## config.mk

```make
export PLATFORM = sky130hd
export DESIGN_NAME = dwr_working_regs
export DESIGN_NICKNAME = d
export VERILOG_FILES = /design/src/common/dwr_pkg.sv /design/src/rtl/dwr_working_regs.sv
export SDC_FILE = /design/constraint.sdc
export NUM_CORES = 1
export LEC_CHECK = 0
export BUFFER_PORTS_ARGS = -buffer_cell sky130_fd_sc_hd__buf_2
export CORE_MARGIN = 2
export CORE_UTILIZATION = 30
export CTS_CLUSTER_DIAMETER = 150
export CTS_CLUSTER_SIZE = 24
export DETAILED_ROUTE_END_ITERATION = 8
export MAX_ROUTING_LAYER = met4
export PLACE_DENSITY = 0.55
export SYNTH_ARGS = -nofsm -noshare
export SYNTH_HDL_FRONTEND = slang
export SYNTH_SLANG_ARGS = --single-unit
```

## constraint.sdc

```tcl
create_clock -name clk -period 3.4 [get_ports clk]
set_clock_uncertainty 0.05 [all_clocks]
set_input_delay 0.34 -clock clk [delete_from_list [all_inputs] [get_ports clk]]
set_output_delay 0.34 -clock clk [all_outputs]
set_load 0.005 [all_outputs]
```

## src/common/dwr_pkg.sv

```systemverilog
// Purpose: Constants for the datapath working registers and queue block.
// Assumes: One bus clock; datapath clock edges arrive as enable pulses.
// Notes:   Offsets index the byte-wide system bus register window.

package dwr_pkg;

  localparam int          DWR_DW        = 8;
  localparam int          DWR_DEPTH     = 4;
  localparam int          DWR_AW        = 4;
  localparam logic [2:0]  DWR_FULL_CNT  = 3'h4;
  localparam logic [2:0]  DWR_LVL_LO    = 3'h1;
  localparam logic [2:0]  DWR_LVL_HI    = 3'h2;
  localparam logic [7:0]  DWR_RST_VAL   = 8'h00;

  // ----------------------------------------------------------------------
  // Register offsets
  // ----------------------------------------------------------------------
  localparam logic [3:0]  OFS_ACC0      = 4'h0;
  localparam logic [3:0]  OFS_ACC1      = 4'h1;
  localparam logic [3:0]  OFS_DAT0      = 4'h2;
  localparam logic [3:0]  OFS_DAT1      = 4'h3;
  localparam logic [3:0]  OFS_Q0        = 4'h4;
  localparam logic [3:0]  OFS_Q1        = 4'h5;
  localparam logic [3:0]  OFS_AUX       = 4'h6;
  localparam logic [3:0]  OFS_CFGA      = 4'h7;
  localparam logic [3:0]  OFS_CFGB      = 4'h8;

  // ----------------------------------------------------------------------
  // Field positions
  // ----------------------------------------------------------------------
  localparam int          AUX_CLR0      = 0;
  localparam int          AUX_LVL0      = 2;
  localparam logic [7:0]  AUX_MASK      = 8'h0f;
  localparam int          CFGA_SEL0     = 0;
  localparam int          CFGA_CKINV0   = 4;
  localparam int          CFGA_FAST     = 6;
  localparam int          CFGA_EDGE     = 7;
  localparam int          CFGB_CAP      = 0;
  localparam int          CFGB_CHAIN    = 1;
  localparam int          CFGB_SYNC     = 2;
  localparam logic [7:0]  CFGB_MASK     = 8'h0f;

  typedef enum logic [1:0] {
    DWR_SRC_BUS  = 2'b00,
    DWR_SRC_ACC0 = 2'b01,
    DWR_SRC_ACC1 = 2'b10,
    DWR_SRC_ALU  = 2'b11
  } dwr_src_t;

  typedef enum logic [1:0] {
    DWR_SYNC_DIRECT = 2'b00,
    DWR_SYNC_SINGLE = 2'b01,
    DWR_SYNC_DOUBLE = 2'b10
  } dwr_sync_t;

endpackage

```

## src/rtl/dwr_working_regs.sv

```systemverilog
// Purpose: Working registers and two byte queues of one datapath.
// Assumes: clk is the bus clock; datapath edges come as enable pulses.
// Notes:   Bus read data and bus status lag one cycle; block status lags one cycle only with sync direct.
`timescale 1ns/1ps

// ------------------------------------------------------------------------
// Queue storage
// ------------------------------------------------------------------------
module dwr_fifo #(
  parameter int WIDTH = 8,
  parameter int DEPTH = 4
) (
  input  wire logic                     clk,
  input  wire logic                     rst,
  input  wire logic                     wipe,
  input  wire logic                     flush,
  input  wire logic                     single,
  input  wire logic                     in_valid,
  output logic                          in_ready,
  input  wire logic [WIDTH-1:0]         in_data,
  output logic                          out_valid,
  input  wire logic                     out_ready,
  output logic [WIDTH-1:0]              out_data,
  output logic [$clog2(DEPTH):0]        level
);
  localparam int AW = $clog2(DEPTH);
  logic [WIDTH-1:0] mem_reg [DEPTH];
  logic [AW-1:0]    wr_reg;
  logic [AW-1:0]    rd_reg;
  logic [AW:0]      cnt_reg;
  wire              full  = cnt_reg == (AW+1)'(DEPTH);
  wire              empty = cnt_reg == '0;
  wire              pop   = out_ready & ~empty & ~single;
  // A write into a full queue lands on the head slot and moves no pointer, so the next read returns it.
  wire              over  = in_valid & full & ~pop;

  always_ff @(posedge clk)
  begin
    if (rst | wipe | flush)
    begin
      wr_reg  <= '0;
      rd_reg  <= '0;
      cnt_reg <= '0;
    end
    else if (!single)
    begin
      if (in_valid & ~over)
        wr_reg <= wr_reg + 1'b1;
      if (pop)
        rd_reg <= rd_reg + 1'b1;
      if (in_valid & ~pop & ~full)
        cnt_reg <= cnt_reg + 1'b1;
      else if (pop & ~in_valid)
        cnt_reg <= cnt_reg - 1'b1;
    end
  end

  always_ff @(posedge clk)
  begin
    if (rst | wipe)
    begin
      for (int i = 0; i < DEPTH; i++)
        mem_reg[i] <= '0;
    end
    else if (in_valid)
      mem_reg[single ? '0 : wr_reg] <= in_data;
  end

  assign out_data  = single ? mem_reg[0] : mem_reg[rd_reg];
  assign out_valid = single | ~empty;
  assign in_ready  = single | ~full;
  assign level     = cnt_reg;
endmodule

// ------------------------------------------------------------------------
// Working register block
// ------------------------------------------------------------------------
module dwr_working_regs (
  input  wire logic                          clk,
  input  wire logic                          rst,
  input  wire logic                          wake,
  input  wire logic                          dp_rise_en,
  input  wire logic                          dp_fall_en,
  input  wire logic [dwr_pkg::DWR_AW-1:0]    bus_addr,
  input  wire logic                          bus_wr,
  input  wire logic                          bus_rd,
  input  wire logic [dwr_pkg::DWR_DW-1:0]    bus_wdata,
  output logic [dwr_pkg::DWR_DW-1:0]         bus_rdata,
  input  wire logic [1:0]                    acc_wr_en,
  input  wire logic [dwr_pkg::DWR_DW-1:0]    acc_zero_wdata,
  input  wire logic [dwr_pkg::DWR_DW-1:0]    acc_one_wdata,
  input  wire logic [dwr_pkg::DWR_DW-1:0]    alu_result,
  input  wire logic [1:0]                    queue_load_control,
  input  wire logic [1:0]                    data_load,
  input  wire logic [1:0]                    queue_take,
  input  wire logic                          capture_chain_in,
  output logic                               capture_chain_out,
  output logic [dwr_pkg::DWR_DW-1:0]         accumulator_zero,
  output logic [dwr_pkg::DWR_DW-1:0]         accumulator_one,
  output logic [dwr_pkg::DWR_DW-1:0]         data_constant_zero,
  output logic [dwr_pkg::DWR_DW-1:0]         data_constant_one,
  output logic [dwr_pkg::DWR_DW-1:0]         queue_head_zero,
  output logic [dwr_pkg::DWR_DW-1:0]         queue_head_one,
  output logic [1:0]                         queue_bus_status,
  output logic [1:0]                         queue_block_status
);
  import dwr_pkg::*;

  logic [7:0] acc_reg [2];
  logic [7:0] dat_reg [2];
  logic [7:0] head_reg [2];
  logic [7:0] aux_reg;
  logic [7:0] cfga_reg;
  logic [7:0] cfgb_reg;
  logic [7:0] rdata_reg;
  logic       chain_reg;
  logic [1:0] bus_stat_reg;
  logic [1:0] blk_stat_reg;
  logic [7:0] q_out [2];
  logic [2:0] q_cnt [2];
  wire  [7:0] acc_in [2];

  assign acc_in[0] = acc_zero_wdata;
  assign acc_in[1] = acc_one_wdata;

  // ----------------------------------------------------------------------
  // Bus decode
  // ----------------------------------------------------------------------
  wire wr_aux    = bus_wr & (bus_addr == OFS_AUX);
  wire wr_cfga   = bus_wr & (bus_addr == OFS_CFGA);
  wire wr_cfgb   = bus_wr & (bus_addr == OFS_CFGB);
  wire rd_acc0   = bus_rd & (bus_addr == OFS_ACC0);
  wire rd_acc1   = bus_rd & (bus_addr == OFS_ACC1);
  wire edge_mode = cfga_reg[CFGA_EDGE];
  wire fast_mode = cfga_reg[CFGA_FAST];
  wire cap_mode  = cfgb_reg[CFGB_CAP];
  wire chain_on  = cfgb_reg[CFGB_CHAIN];
  wire [1:0] sync_sel = cfgb_reg[CFGB_SYNC +: 2];
  // Only an enabled chain may inject captures into this datapath.
  wire chain_cap = chain_on & capture_chain_in;

  wire [7:0] rd_mux =
    (bus_addr == OFS_ACC0) ? acc_reg[0] :
    (bus_addr == OFS_ACC1) ? acc_reg[1] :
    (bus_addr == OFS_DAT0) ? dat_reg[0] :
    (bus_addr == OFS_DAT1) ? dat_reg[1] :
    (bus_addr == OFS_Q0)   ? q_out[0]   :
    (bus_addr == OFS_Q1)   ? q_out[1]   :
    (bus_addr == OFS_AUX)  ? aux_reg    :
    (bus_addr == OFS_CFGA) ? cfga_reg   :
    (bus_addr == OFS_CFGB) ? cfgb_reg   : DWR_RST_VAL;

  always_ff @(posedge clk)
  begin
    if (rst)
    begin
      aux_reg   <= DWR_RST_VAL;
      cfga_reg  <= DWR_RST_VAL;
      cfgb_reg  <= DWR_RST_VAL;
      rdata_reg <= DWR_RST_VAL;
      chain_reg <= 1'b0;
    end
    else
    begin
      if (wr_aux)
        aux_reg <= bus_wdata & AUX_MASK;
      if (wr_cfga)
        cfga_reg <= bus_wdata;
      if (wr_cfgb)
        cfgb_reg <= bus_wdata & CFGB_MASK;
      if (bus_rd)
        rdata_reg <= rd_mux;
      chain_reg <= cap_mode & chain_on & (rd_acc0 | rd_acc1 | capture_chain_in);
    end
  end

  // ----------------------------------------------------------------------
  // Per-queue logic
  // ----------------------------------------------------------------------
  for (genvar g = 0; g < 2; g++)
  begin : gen_q
    wire [3:0] ofs_acc = g ? OFS_ACC1 : OFS_ACC0;
    wire [3:0] ofs_dat = g ? OFS_DAT1 : OFS_DAT0;
    wire [3:0] ofs_q   = g ? OFS_Q1 : OFS_Q0;
    wire [1:0] sel     = cfga_reg[CFGA_SEL0 + 2*g +: 2];
    wire       is_out  = sel != DWR_SRC_BUS;
    wire       clr     = aux_reg[AUX_CLR0 + g];
    wire       lvl     = aux_reg[AUX_LVL0 + g];
    wire       dp_en   = cfga_reg[CFGA_CKINV0 + g] ? dp_fall_en : dp_rise_en;
    wire       smp_en  = (fast_mode & is_out) | dp_en;
    logic      ld_prev_reg;
    wire       ld_hit  = edge_mode ? (queue_load_control[g] & ~ld_prev_reg) : queue_load_control[g];
    wire       hw_wr   = is_out & smp_en & ld_hit;
    wire       sw_wr   = cap_mode & is_out & ((bus_rd & (bus_addr == ofs_acc)) | chain_cap);
    wire [7:0] src     = (sel == DWR_SRC_ACC0) ? acc_reg[0] :
                         (sel == DWR_SRC_ACC1) ? acc_reg[1] :
                         (sel == DWR_SRC_ALU)  ? alu_result : bus_wdata;
    wire       push    = is_out ? (hw_wr | sw_wr) : (bus_wr & (bus_addr == ofs_q));
    wire [7:0] wdata   = (is_out & sw_wr) ? acc_reg[g] : src;
    wire       dp_pop  = dp_en & (data_load[g] | queue_take[g]);
    wire       pop     = is_out ? (bus_rd & (bus_addr == ofs_q)) : dp_pop;
    wire       flush   = wr_aux & bus_wdata[AUX_CLR0 + g];
    wire [2:0] thr     = lvl ? DWR_LVL_HI : DWR_LVL_LO;
    wire [2:0] fill    = is_out ? q_cnt[g] : (DWR_FULL_CNT - q_cnt[g]);
    wire       bus_raw = ~clr & (fill >= thr);
    wire       blk_raw = ~clr & (is_out ? (q_cnt[g] == DWR_FULL_CNT) : (q_cnt[g] == 3'h0));
    logic      samp_reg;
    logic      sync_a_reg;
    logic      sync_b_reg;
    wire       blk_sel = (sync_sel == DWR_SYNC_DIRECT) ? blk_raw :
                         (sync_sel == DWR_SYNC_SINGLE) ? samp_reg : sync_b_reg;

    dwr_fifo #(
      .WIDTH (DWR_DW),
      .DEPTH (DWR_DEPTH)
    ) u_fifo (
      .clk       (clk),
      .rst       (rst),
      .wipe      (wake),
      .flush     (flush),
      .single    (clr),
      .in_valid  (push),
      .in_ready  (),
      .in_data   (wdata),
      .out_valid (),
      .out_ready (pop),
      .out_data  (q_out[g]),
      .level     (q_cnt[g])
    );

    always_ff @(posedge clk)
    begin
      if (rst)
      begin
        ld_prev_reg     <= 1'b0;
        samp_reg        <= 1'b0;
        sync_a_reg      <= 1'b0;
        sync_b_reg      <= 1'b0;
        bus_stat_reg[g] <= 1'b0;
        blk_stat_reg[g] <= 1'b0;
        head_reg[g]     <= DWR_RST_VAL;
      end
      else
      begin
        if (smp_en)
          ld_prev_reg <= queue_load_control[g];
        if (dp_en)
        begin
          samp_reg   <= blk_raw;
          sync_a_reg <= blk_raw;
          sync_b_reg <= sync_a_reg;
        end
        bus_stat_reg[g] <= bus_raw;
        blk_stat_reg[g] <= blk_sel;
        head_reg[g]     <= q_out[g];
      end
    end

    always_ff @(posedge clk)
    begin
      if (rst | wake)
        acc_reg[g] <= DWR_RST_VAL;
      else if (bus_wr & (bus_addr == ofs_acc))
        acc_reg[g] <= bus_wdata;
      else if (acc_wr_en[g])
        acc_reg[g] <= acc_in[g];
    end

    always_ff @(posedge clk)
    begin
      if (rst)
        dat_reg[g] <= DWR_RST_VAL;
      else if (bus_wr & (bus_addr == ofs_dat))
        dat_reg[g] <= bus_wdata;
      else if (~is_out & dp_en & data_load[g])
        dat_reg[g] <= q_out[g];
    end

    // ----------------------------------------------------------------------
    // Checks
    // ----------------------------------------------------------------------
    wire quiet = ~bus_wr & ~bus_rd & ~wake & ~clr;

    acc_wake_a: assert property (@(posedge clk) disable iff (rst)
      wake |=> acc_reg[g] == 8'h00 && q_cnt[g] == 3'h0)
      else $error("accumulator or queue not cleared by wake");
    dat_keep_a: assert property (@(posedge clk) disable iff (rst)
      wake && !(bus_wr && bus_addr == ofs_dat) && !(data_load[g] && !is_out) |=> $stable(dat_reg[g]))
      else $error("data constant changed across wake");
    bus_level_a: assert property (@(posedge clk) disable iff (rst)
      !is_out && !clr && lvl && q_cnt[g] == 3'h3 |=> !queue_bus_status[g])
      else $error("input bus status with one free byte at high level");
    out_level_a: assert property (@(posedge clk) disable iff (rst)
      is_out && !clr && !lvl && q_cnt[g] == 3'h1 |=> queue_bus_status[g])
      else $error("output bus status missing with one byte");
    blk_full_a: assert property (@(posedge clk) disable iff (rst)
      is_out && !clr && sync_sel == DWR_SYNC_DIRECT && q_cnt[g] == DWR_FULL_CNT |=> queue_block_status[g])
      else $error("output block status missing when full");
    blk_empty_a: assert property (@(posedge clk) disable iff (rst)
      !is_out && !clr && sync_sel == DWR_SYNC_DIRECT && q_cnt[g] != 3'h0 |=> !queue_block_status[g])
      else $error("input block status while not empty");
    level_write_a: assert property (@(posedge clk) disable iff (rst)
      quiet && is_out && !edge_mode && fast_mode && queue_load_control[g] && q_cnt[g] < DWR_FULL_CNT
      |=> q_cnt[g] == $past(q_cnt[g]) + 3'h1)
      else $error("level load did not write queue");
    edge_once_a: assert property (@(posedge clk) disable iff (rst)
      (quiet && !chain_cap && is_out && edge_mode && fast_mode && queue_load_control[g]) [*2]
      |=> q_cnt[g] == $past(q_cnt[g]))
      else $error("held edge load wrote twice");
    sw_capture_a: assert property (@(posedge clk) disable iff (rst)
      cap_mode && is_out && !clr && !wake && bus_rd && bus_addr == ofs_acc && q_cnt[g] < DWR_FULL_CNT
      |=> q_cnt[g] == $past(q_cnt[g]) + 3'h1)
      else $error("accumulator read did not capture");
    clr_reset_a: assert property (@(posedge clk) disable iff (rst)
      flush |=> q_cnt[g] == 3'h0 ##1 (clr -> q_cnt[g] == 3'h0))
      else $error("clear did not reset queue");

    fill_cov: cover property (@(posedge clk) disable iff (rst) q_cnt[g] == DWR_FULL_CNT ##1 q_cnt[g] == 3'h3);
    cap_cov: cover property (@(posedge clk) disable iff (rst) sw_wr && hw_wr);
    single_cov: cover property (@(posedge clk) disable iff (rst) clr && push ##1 pop);
  end

  // ----------------------------------------------------------------------
  // Outputs
  // ----------------------------------------------------------------------
  assign bus_rdata          = rdata_reg;
  assign capture_chain_out  = chain_reg;
  assign accumulator_zero   = acc_reg[0];
  assign accumulator_one    = acc_reg[1];
  assign data_constant_zero = dat_reg[0];
  assign data_constant_one  = dat_reg[1];
  assign queue_head_zero    = head_reg[0];
  assign queue_head_one     = head_reg[1];
  assign queue_bus_status   = bus_stat_reg;
  assign queue_block_status = blk_stat_reg;
endmodule

```

==> results of run 1 <==
-- where the power goes --
part / leakage (nW) / internal, mW / switching (mW)
clock network: 0.252 / 0.999 / 0.833
registers: 1.63 / 2.19 / 0.0629
logic: 2.04 / 0.154 / 0.291
-- metrics by stage --
stage / total power, mW / setup slack, ps / instances / area (µm²)
CTS: 4.55 / 485 / 1401 / 10200
global route: 4.70 / 327 / 1401 / 10200
floorplan: 2.52 / 560 / 908 / 8640
finish: 4.53 / 495 / 1401 / 10200
detailed placement: 2.74 / 279 / 1369 / 9610
global placement: 2.73 / 375 / 1369 / 9610
-- worst max-delay path: cells and delay by family, from the launching register on --
family,cells,cell delay (ps)
simple gates,3,930
mux,3,730
flops,1,410
fa+ha+maj,1,410
compound gates,1,310
-- final cells by class --
cell class	count	area (µm²)
Multi-Input combinational cell	669	4070
Sequential cell	165	4260
Inverter	15	56.3
Fill cell	2954	18400
Clock buffer	22	475
Clock inverter	10	72.6
Tap cell	384	480
Timing Repair Buffer	136	741
-- final timing paths --
path,startpoint,slack [ps],end
max,cfga_reg[4]$_SDFFE_PP0P_,500,gen_q[0].u_fifo.level[2]$_SDFFE_PP0P_
min,queue_load_control[0],130,gen_q[0].ld_prev_reg$_SDFFE_PP0N_
max reg2reg,cfga_reg[4]$_SDFFE_PP0P_,500,gen_q[0].u_fifo.level[2]$_SDFFE_PP0P_
min reg2reg,gen_q[0].sync_b_reg$_SDFFE_PP0P_,410,gen_q[0].sync_b_reg$_SDFFE_PP0P_
-- logic make-up after synthesis --
family | share of synthesized area, %
and+or+nand+nor | 19.1
AOI/OAI and AO/OA | 14.7
DFF | 49.4
muxes | 10.9
buffers and inverters | 3.55
adders and majority gates | 1.91
xor gates and xnor gates | 0.406
-- synth_stat cells (4+ instances only) --
| cell type | count |
|---|---|
| or2_2 | 12 |
| mux2_2 | 18 |
| nor3b_1 | 5 |
| a311o_1 | 4 |
| nor2b_1 | 21 |
| nand2b_1 | 5 |
| a21oi_1 | 71 |
| a21boi_0 | 5 |
| a31oi_1 | 10 |
| a211oi_1 | 4 |
| inv_1 | 15 |
| nor2_2 | 8 |
| or3_1 | 6 |
| ha_1 | 10 |
| a22oi_1 | 15 |
| clkbuf_1 | 43 |
| dfxtp_1 | 69 |
| nor2_1 | 123 |
| mux2i_1 | 74 |
| a22o_1 | 8 |
| o211ai_1 | 10 |
| o221ai_1 | 4 |
| nor3_1 | 9 |
| o21ai_0 | 52 |
| buf_2 | 5 |
| buf_1 | 8 |
| edfxtp_1 | 96 |
| nand3_1 | 33 |
| nand2_1 | 111 |
-- routing by layer --
metal	up-vias	GRT usage [%]	share of wire, %
met5	-	-	0
li1	3452	-	-
met1	3551	28.9	48
met2	335	26.8	42
met3	20	3.64	9.1
met4	0	4.52	1.2
==> results_dict.tcl, run 1 <==
set metrics [dict create \
    status "finished, final reports clean" \
    total_die_area_um2 30200 \
    slew_violations 0 \
    dominantRegCellSynth "edfxtp_1" \
    report.final.hold_viol_count 0 \
    diode_count 0 \
    synth.net_count 972 \
    antenna_found_initial 0 \
    final_layout_size_suffix_gt1_share_pct 20.6 \
    synthesis.area_per_instance_um2 9.51 \
    core_region_area_um2 28500 \
    htreeDepth 4 \
    rsz0062_at_grt "no" \
    area_delta_synth_final_pct 17.6 \
    maxClockFrequency_mhz 344 \
    timing.critical_path.slowest_stage_cell "or4_1" \
    ys_async_sr_fraction_pct 0 \
    slew-limit-headroom_pct 39.8 \
    fin_tns_setup_ps 0 \
    cts_hold_buffers 0 \
    cp-start-kind "flop" \
    critical_path.cell_chain "mux2i_1 > o32a_2 > nor3_2 > or3_1 > fa_1 > or4_1 > mux2i_1 > mux2i_1" \
    slew_at_the_pin_with_the_worst_max_slew_slack_ps 900 \
    clkSlewWorstSetupHoldPaths_ps 60 \
    layout_worst_path_cycle_share_pct 85.4 \
    clockBufferDepth 2 \
    routabilityCongestion 0.898 \
    min_delay_path_depth 3 \
    vdd_ir_drop_max_uv 302 \
    wire_per_inst_um 20.2 \
    tritoncts_num_sinks 165 \
    postSynthCellCount 908 \
    cpPeakStageDelay_ps 470 \
    worst_setup_path_end_kind "flop" \
    count_of_pins_on_the_block_boundary 113 \
    part_of_the_yosys_area_used_for_sequential_elements_pct 49.4 \
    synth-seq-cells 165 \
    floorplan.rows 62 \
    drt-pass1-iter-count 5 \
    wirelength_um 28300 \
    root_buffer "clkbuf_16" \
    timing.critical_path.required_ps 3720 \
    min_path_type "primary input to flop" \
    synthDistinctLibCells 59 \
    post_synth_top_area_share_pct 33.4 \
    cts_tree "yes" \
    route.detailed.drc 0 \
    grt-ovfl-total 0 \
    netlist_area_um2 8640 \
    dr_total_vias 7358 \
    timing.final.crit_period_ps 2900 \
    nNetsFinal 1068 \
    synth_edf_count 96 \
    mostFrequentLayoutCells "123 x nor2_1, 112 x buf_2, 111 x nand2_1" \
    critical-path-top-cell-by-count "mux2i_1" \
    max-cap-violations 0 \
    worstSetupPathType "flop to flop" \
    power_per_cell_area_nw_per_um2 446 \
    most_common_library_cell_in_the_layout_ignoring_fill_and_taps "nor2_1" \
    avgViaCountPerCell 5.25 \
    post-synth-top-area-cell "edfxtp_1" \
    die_y_um 174 \
    setup_violations 0 \
    port_buffers 112 \
    critical_path.max_fanout 7 \
    grt_use_total_pct 19.3 \
    r2r.worst_path.cells 8 \
    synth.yosys.warnings 0 \
    place.detailed.hpwl_um 21400 \
    p_leak_nw 3.93 \
    floorplan.die.width_um 174 \
    grt_pass1_vias 6904 \
    grt_pass1_wl_um 42400 \
    largest_register_ffs 64 \
    clkLatencyLatePin_ps 440 \
    initial_core_util_pct 30.3 \
    drt_first_iter_violations 709 \
    postCtsSetupRepairBufs 0 \
    cts_made_buffers 17 \
    final.hold.worst_slack_ps 129 \
    ys_top_cells_by_area "edfxtp_1 33%, dfxtp_1 16%, mux2i_1 8.6%, nor2_1 5.3%, nand2_1 4.8%" \
    finish.utilization_pct 35.6 \
    critPathArrivalTime_ps 3220 \
    cts-resized-gates 0 \
    maximum_number_of_pins_on_one_net_before_global_route_repair 47 \
    route.antenna.remaining_nets 0 \
]
(Power assumes the default switching activity.)
==> run 2, diff against run 1 <==
--- a/config.mk
+++ b/config.mk
@@ -6,6 +6,7 @@
 export NUM_CORES = 1
 export LEC_CHECK = 0
 export BUFFER_PORTS_ARGS = -buffer_cell sky130_fd_sc_hd__buf_2
+export CORE_ASPECT_RATIO = 1.75
 export CORE_MARGIN = 2
 export CORE_UTILIZATION = 30
 export CTS_CLUSTER_DIAMETER = 150
@@ -15,4 +16,5 @@
 export PLACE_DENSITY = 0.55
 export SYNTH_ARGS = -nofsm -noshare
 export SYNTH_HDL_FRONTEND = slang
+export SYNTH_HIERARCHICAL = 1
 export SYNTH_SLANG_ARGS = --single-unit
==> results_dict.tcl, run 2 <==
set metrics [dict create \
    wire_per_inst_um 21.8 \
    min_path_type "primary input to flop" \
    synth.yosys.warnings 6 \
    max-cap-violations 0 \
    min_delay_worst_endpoint "gen_q[0].ld_prev_reg$_SDFFE_PP0P_" \
    r2r.worst_path.cells 6 \
    core_region_area_um2 29300 \
    maximum_number_of_pins_on_one_net_before_global_route_repair 38 \
    finish.utilization_pct 35.6 \
    pwr-share-seq_pct 49.6 \
    routabilityCongestion 0.957 \
    route.antenna.remaining_nets 0 \
    worstSetupPathType "flop to flop" \
    timing.final.crit_period_ps 2720 \
    floorplan.die.width_um 134 \
    grt_pass1_vias 7066 \
    clkSlewWorstSetupHoldPaths_ps 70 \
    net_switching_component_of_the_power_mw 1.24 \
    vdd_ir_drop_max_uv 374 \
    cts_hold_buffers 0 \
    grt-ovfl-total 0 \
    floorplan.rows 83 \
    postSynthCellCount 891 \
    fin_tns_setup_ps 0 \
    setup_violations 0 \
    largest_register_ffs 64 \
    drt_first_iter_violations 488 \
    grt_pass1_wl_um 44100 \
    p_int_mw 3.31 \
    clkLatencyLatePin_ps 450 \
    htreeDepth 4 \
    slew-limit-headroom_pct 53.3 \
    switching_share_pct 27.3 \
    drt-pass1-iter-count 5 \
    mostFrequentLayoutCells "112 x buf_2, 96 x edfxtp_1, 84 x nand2_1" \
    slew_violations 0 \
    met3_usage_pct 3.60 \
    power_per_cell_area_nw_per_um2 436 \
    count_of_pins_on_the_block_boundary 113 \
    most_common_library_cell_in_the_layout_ignoring_fill_and_taps "buf_2" \
    r2r_setup_slack_ps 680 \
    grt_use_met2_pct 37.7 \
    min_delay_path_depth 3 \
    clock_power_share_pct 39.9 \
    wirelength_um 30300 \
    port_buffers 112 \
    diode_count 0 \
    grt_use_total_pct 20.1 \
    maxClockFrequency_mhz 368 \
    synth.net_count 955 \
    worst_setup_path_end_kind "flop" \
    synthesis.area_per_instance_um2 9.98 \
    slew_at_the_pin_with_the_worst_max_slew_slack_ps 700 \
    place.detailed.hpwl_um 23800 \
    critical_path.max_fanout 11 \
    netlist_area_um2 8890 \
    final_layout_size_suffix_gt1_share_pct 22.3 \
    route.detailed.drc 0 \
    timing.critical_path.required_ps 3710 \
    min_from "queue_load_control[0]" \
    final-seq-area_um2 4260 \
    clockBufferDepth 2 \
    total_die_area_um2 31100 \
    grt.busiest_layer "met2" \
    cts-resized-gates 0 \
    nNetsFinal 1059 \
    fillCellCount 2939 \
    r2r-end "bus_rdata[4]$_SDFFE_PP0P_" \
    critPathArrivalTime_ps 3030 \
    report.final.hold_viol_count 0 \
    dr_total_vias 7218 \
    cts_tree "yes" \
    layout_worst_path_cycle_share_pct 80.0 \
    antenna_found_initial 0 \
    postCtsSetupRepairBufs 0 \
    root_buffer "clkbuf_16" \
    area_of_combinational_cells_with_multiple_inputs_um2 4290 \
    avgViaCountPerCell 5.19 \
    cts_made_buffers 17 \
    cp-start-kind "flop" \
    use_met1_pct 18.6 \
    rsz0062_at_grt "no" \
    power.share.combinational_pct 10.5 \
    die_y_um 232 \
    area_delta_synth_final_pct 17.4 \
    status "finished, final reports clean" \
    tritoncts_num_sinks 165 \
    p_leak_nw 4.13 \
    initial_core_util_pct 30.4 \
]
## run 2: how the worst max path moves through the flow
stage | startpoint | to | slack [ps] | cells past startpoint
finish | flop | bus_rdata[4]$_SDFFE_PP0P_ | 680 | 6
global route | flop | bus_rdata[1]$_SDFFE_PP0P_ | 420 | 8
CTS | flop | bus_rdata[4]$_SDFFE_PP0P_ | 650 | 6
detailed placement | bus_addr[2] | gen_q[1].u_fifo/mem_reg[2][3]$_SDFFCE_PN0P_ | 480 | 9
global placement | bus_addr[3] | gen_q[1].u_fifo/mem_reg[2][3]$_SDFFCE_PN0P_ | 570 | 9
floorplan | bus_addr[1] | gen_q[1].u_fifo/level[2]$_SDFFE_PP0P_ | 560 | 13
## run 2: worst max-delay path: stages, from the launching register on
cell and delay (ps):
dfxtp_1 620, nor2b_1 460, a22oi_1 150, o21ai_0 530, a32oi_1 250, o31a_1 310
o32ai_1 260
## run 2: area by class of cell
class	count	area share [%]
flip-flops and latches	165	40.8
inverters	21	0.755
clock inverters	15	1.19
well taps	382	4.58
repair buffers	141	7.46
multi-input cells	649	41.1
clock buffers	17	4.08
## run 2: stage by stage
stage / power (mW) / cell area, µm² / cells / setup slack [ps] / hold WS (ps)
2_1_floorplan: 2.53 / 8890 / 891 / 558 / 382
3_3_place_gp: 2.77 / 9890 / 1358 / 571 / 402
3_5_place_dp: 2.77 / 9890 / 1358 / 485 / 406
4_1_cts: 4.59 / 10400 / 1390 / 655 / 96.7
5_1_grt: 4.71 / 10400 / 1390 / 416 / 112
6_report: 4.56 / 10400 / 1390 / 681 / 120
## run 2: power by group through the flow
stage / sequential, mW / combinational, mW / clock, mW
global placement: 2.30 / 0.470 / 0
finish: 2.26 / 0.477 / 1.82
detailed placement: 2.30 / 0.473 / 0
CTS: 2.26 / 0.475 / 1.86
global route: 2.26 / 0.513 / 1.93
floorplan: 2.27 / 0.261 / 0
## run 2: routing by layer
| metal | vias to the layer above | routed length (µm) |
|---|---|---|
| met1 | 3458 | 10200 |
| li1 | 3422 | - |
| met5 | - | 0 |
| met2 | 237 | 17000 |
| met3 | 101 | 1110 |
| met4 | 0 | 1980 |
==> run 3, diff against run 2 <==
==> constraint.sdc (replaced) <==
create_clock -name clk -period 2.7 [get_ports clk]
set_clock_uncertainty 0.05 [all_clocks]
set_input_delay 0.27 -clock clk [delete_from_list [all_inputs] [get_ports clk]]
set_output_delay 0.27 -clock clk [all_outputs]
set_load 0.005 [all_outputs]
==> results_dict.tcl, run 3 (synthesis results as in run 2) <==
set metrics [dict create \
    slew_violations 0 \
    total_die_area_um2 31100 \
    antenna_found_initial 0 \
    count_of_pins_on_the_block_boundary 113 \
    grt-ovfl-total 0 \
    route.antenna.remaining_nets 0 \
    power_per_cell_area_nw_per_um2 555 \
    wire_per_inst_um 20.2 \
    timing.final.crit_period_ps 2500 \
    clockBufferDepth 2 \
    status "finished, final reports clean" \
    htreeDepth 4 \
    maximum_number_of_pins_on_one_net_before_global_route_repair 28 \
    cts-resized-gates 0 \
    dr_total_vias 7090 \
    cp-start-kind "flop" \
    timing.critical_path.required_ps 2990 \
    grt_pass1_vias 7109 \
    min_path_type "primary input to flop" \
    route.detailed.drc 0 \
    area_delta_synth_final_pct 20.6 \
    cts_tree "yes" \
    vdd_ir_drop_max_uv 452 \
    clkLatencyLatePin_ps 450 \
    rsz0062_at_grt "no" \
    critPathArrivalTime_ps 2790 \
    worstSetupPathType "flop to flop" \
    initial_core_util_pct 30.4 \
    r2r-end "gen_q[0].u_fifo/level[2]$_SDFFE_PP0P_" \
    max-cap-violations 0 \
    core_region_area_um2 29300 \
    p_leak_nw 4.33 \
    fin_tns_setup_ps 0 \
    total_power_mw 5.96 \
    maxClockFrequency_mhz 400 \
    critical_path.max_fanout 14 \
    slew_at_the_pin_with_the_worst_max_slew_slack_ps 664 \
    floorplan.rows 83 \
    report.final.hold_viol_count 0 \
    r2r_setup_slack_ps 200 \
    avgViaCountPerCell 4.99 \
    port_buffers 112 \
    layout_worst_path_cycle_share_pct 92.5 \
    min_from "queue_load_control[1]" \
    min_delay_worst_endpoint "gen_q[1].ld_prev_reg$_SDFFE_PP0P_" \
    r2r.worst_path.cells 9 \
    routabilityCongestion 0.900 \
    tritoncts_num_sinks 165 \
    drt_first_iter_violations 428 \
    wirelength_um 28700 \
    most_common_library_cell_in_the_layout_ignoring_fill_and_taps "buf_2" \
    root_buffer "clkbuf_16" \
    min_delay_path_depth 3 \
    mostFrequentLayoutCells "112 x buf_2, 96 x edfxtp_1, 84 x nand2_1" \
    final_layout_size_suffix_gt1_share_pct 24.4 \
    drt-pass1-iter-count 5 \
    clkSlewWorstSetupHoldPaths_ps 70 \
    setup_violations 0 \
    cts_hold_buffers 0 \
    fillCellCount 2986 \
    grt_use_total_pct 19.3 \
    die_y_um 232 \
    largest_register_ffs 64 \
    postCtsSetupRepairBufs 0 \
    r2r-start "cfga_reg[4]$_SDFFE_PP0P_" \
    place_inst 1388 \
    cts_made_buffers 17 \
    final-seq-area_um2 4270 \
    place.detailed.hpwl_um 22900 \
    setup_slack_ps 201 \
    floorplan.die.width_um 134 \
    finish.utilization_pct 36.6 \
    slew-limit-headroom_pct 55.6 \
    dp_worst_setup_slack_ps 124 \
    diode_count 0 \
    area_of_combinational_cells_with_multiple_inputs_um2 4300 \
    nNetsFinal 1089 \
    worst_setup_path_end_kind "flop" \
    grt_pass1_wl_um 42600 \
    fin_cells 1420 \
]
run 3: changes by cell type in the layout (fill, tap and decap cells not counted), sizes merged:
| cell | delta |
|---|---|
| buf | +30 |
| clkinv | -1 |
| clkbuf | +6 |
| clkinvlp | -5 |
| bufinv | +2 |
| inv | -2 |
run 3: worst max path at each step:
stage          slack, ps  cells after the start                startpoint                                     to
6_report             200                      9  cfga_reg[4]$_SDFFE_PP0P_  gen_q[0].u_fifo/level[2]$_SDFFE_PP0P_
5_1_grt              120                      9  cfga_reg[4]$_SDFFE_PP0P_  gen_q[0].u_fifo/level[2]$_SDFFE_PP0P_
4_1_cts              100                      9  cfga_reg[4]$_SDFFE_PP0P_  gen_q[0].u_fifo/level[2]$_SDFFE_PP0P_
3_5_place_dp         120                     11               bus_addr[1]  gen_q[1].u_fifo/level[2]$_SDFFE_PP0P_
3_3_place_gp         170                     12               bus_addr[1]  gen_q[0].u_fifo/level[2]$_SDFFE_PP0P_
2_1_floorplan         20                     13               bus_addr[1]  gen_q[1].u_fifo/level[2]$_SDFFE_PP0P_
run 3: layout make-up:
type                       instances  share of cell area [%]
multi-input combinational        649                    40.0
inverter                          21                   0.735
timing repair buffer             171                    9.36
tap                              382                    4.46
sequential                       165                    39.8
clock inverter                     9                    1.06
clock buffer                      23                    4.57
run 3: stage by stage:
step           hold slack [ps]  area, µm²
2_1_floorplan              360       8890
3_3_place_gp               396      10100
3_5_place_dp               403      10100
4_1_cts                   19.2      10700
5_1_grt                   41.1      10700
6_report                  35.1      10700
run 3: worst max-delay path, cell delays in order, from the launching register on:
cell and delay (ps):
dfxtp_1 460, mux2i_1 270, nand2_1 90, a31oi_1 200
o22ai_1 100, buf_4 200, xnor2_1 170, a2111oi_4 500
a211oi_1 140, a31o_1 210
run 3: per-layer routing:
layer / GRT usage (%) / vias to the layer above / wire length [µm] / share of wire, %
li1: - / 3500 / - / -
met4: 9.41 / 0 / 1020 / 3.5
met1: 18.2 / 3356 / 10100 / 35
met2: 37.1 / 175 / 16500 / 58
met3: 3.54 / 59 / 1090 / 3.8
met5: - / - / 0 / 0
run 3: report_power, final:
part | total, mW | switching, mW | internal (mW) | leakage [nW]
logic | 0.609 | 0.374 | 0.235 | 2.40
clock network | 2.50 | 1.02 | 1.48 | 0.297
registers | 2.84 | 0.0796 | 2.76 | 1.63
total | 5.96 | 1.48 | 4.48 | 4.33
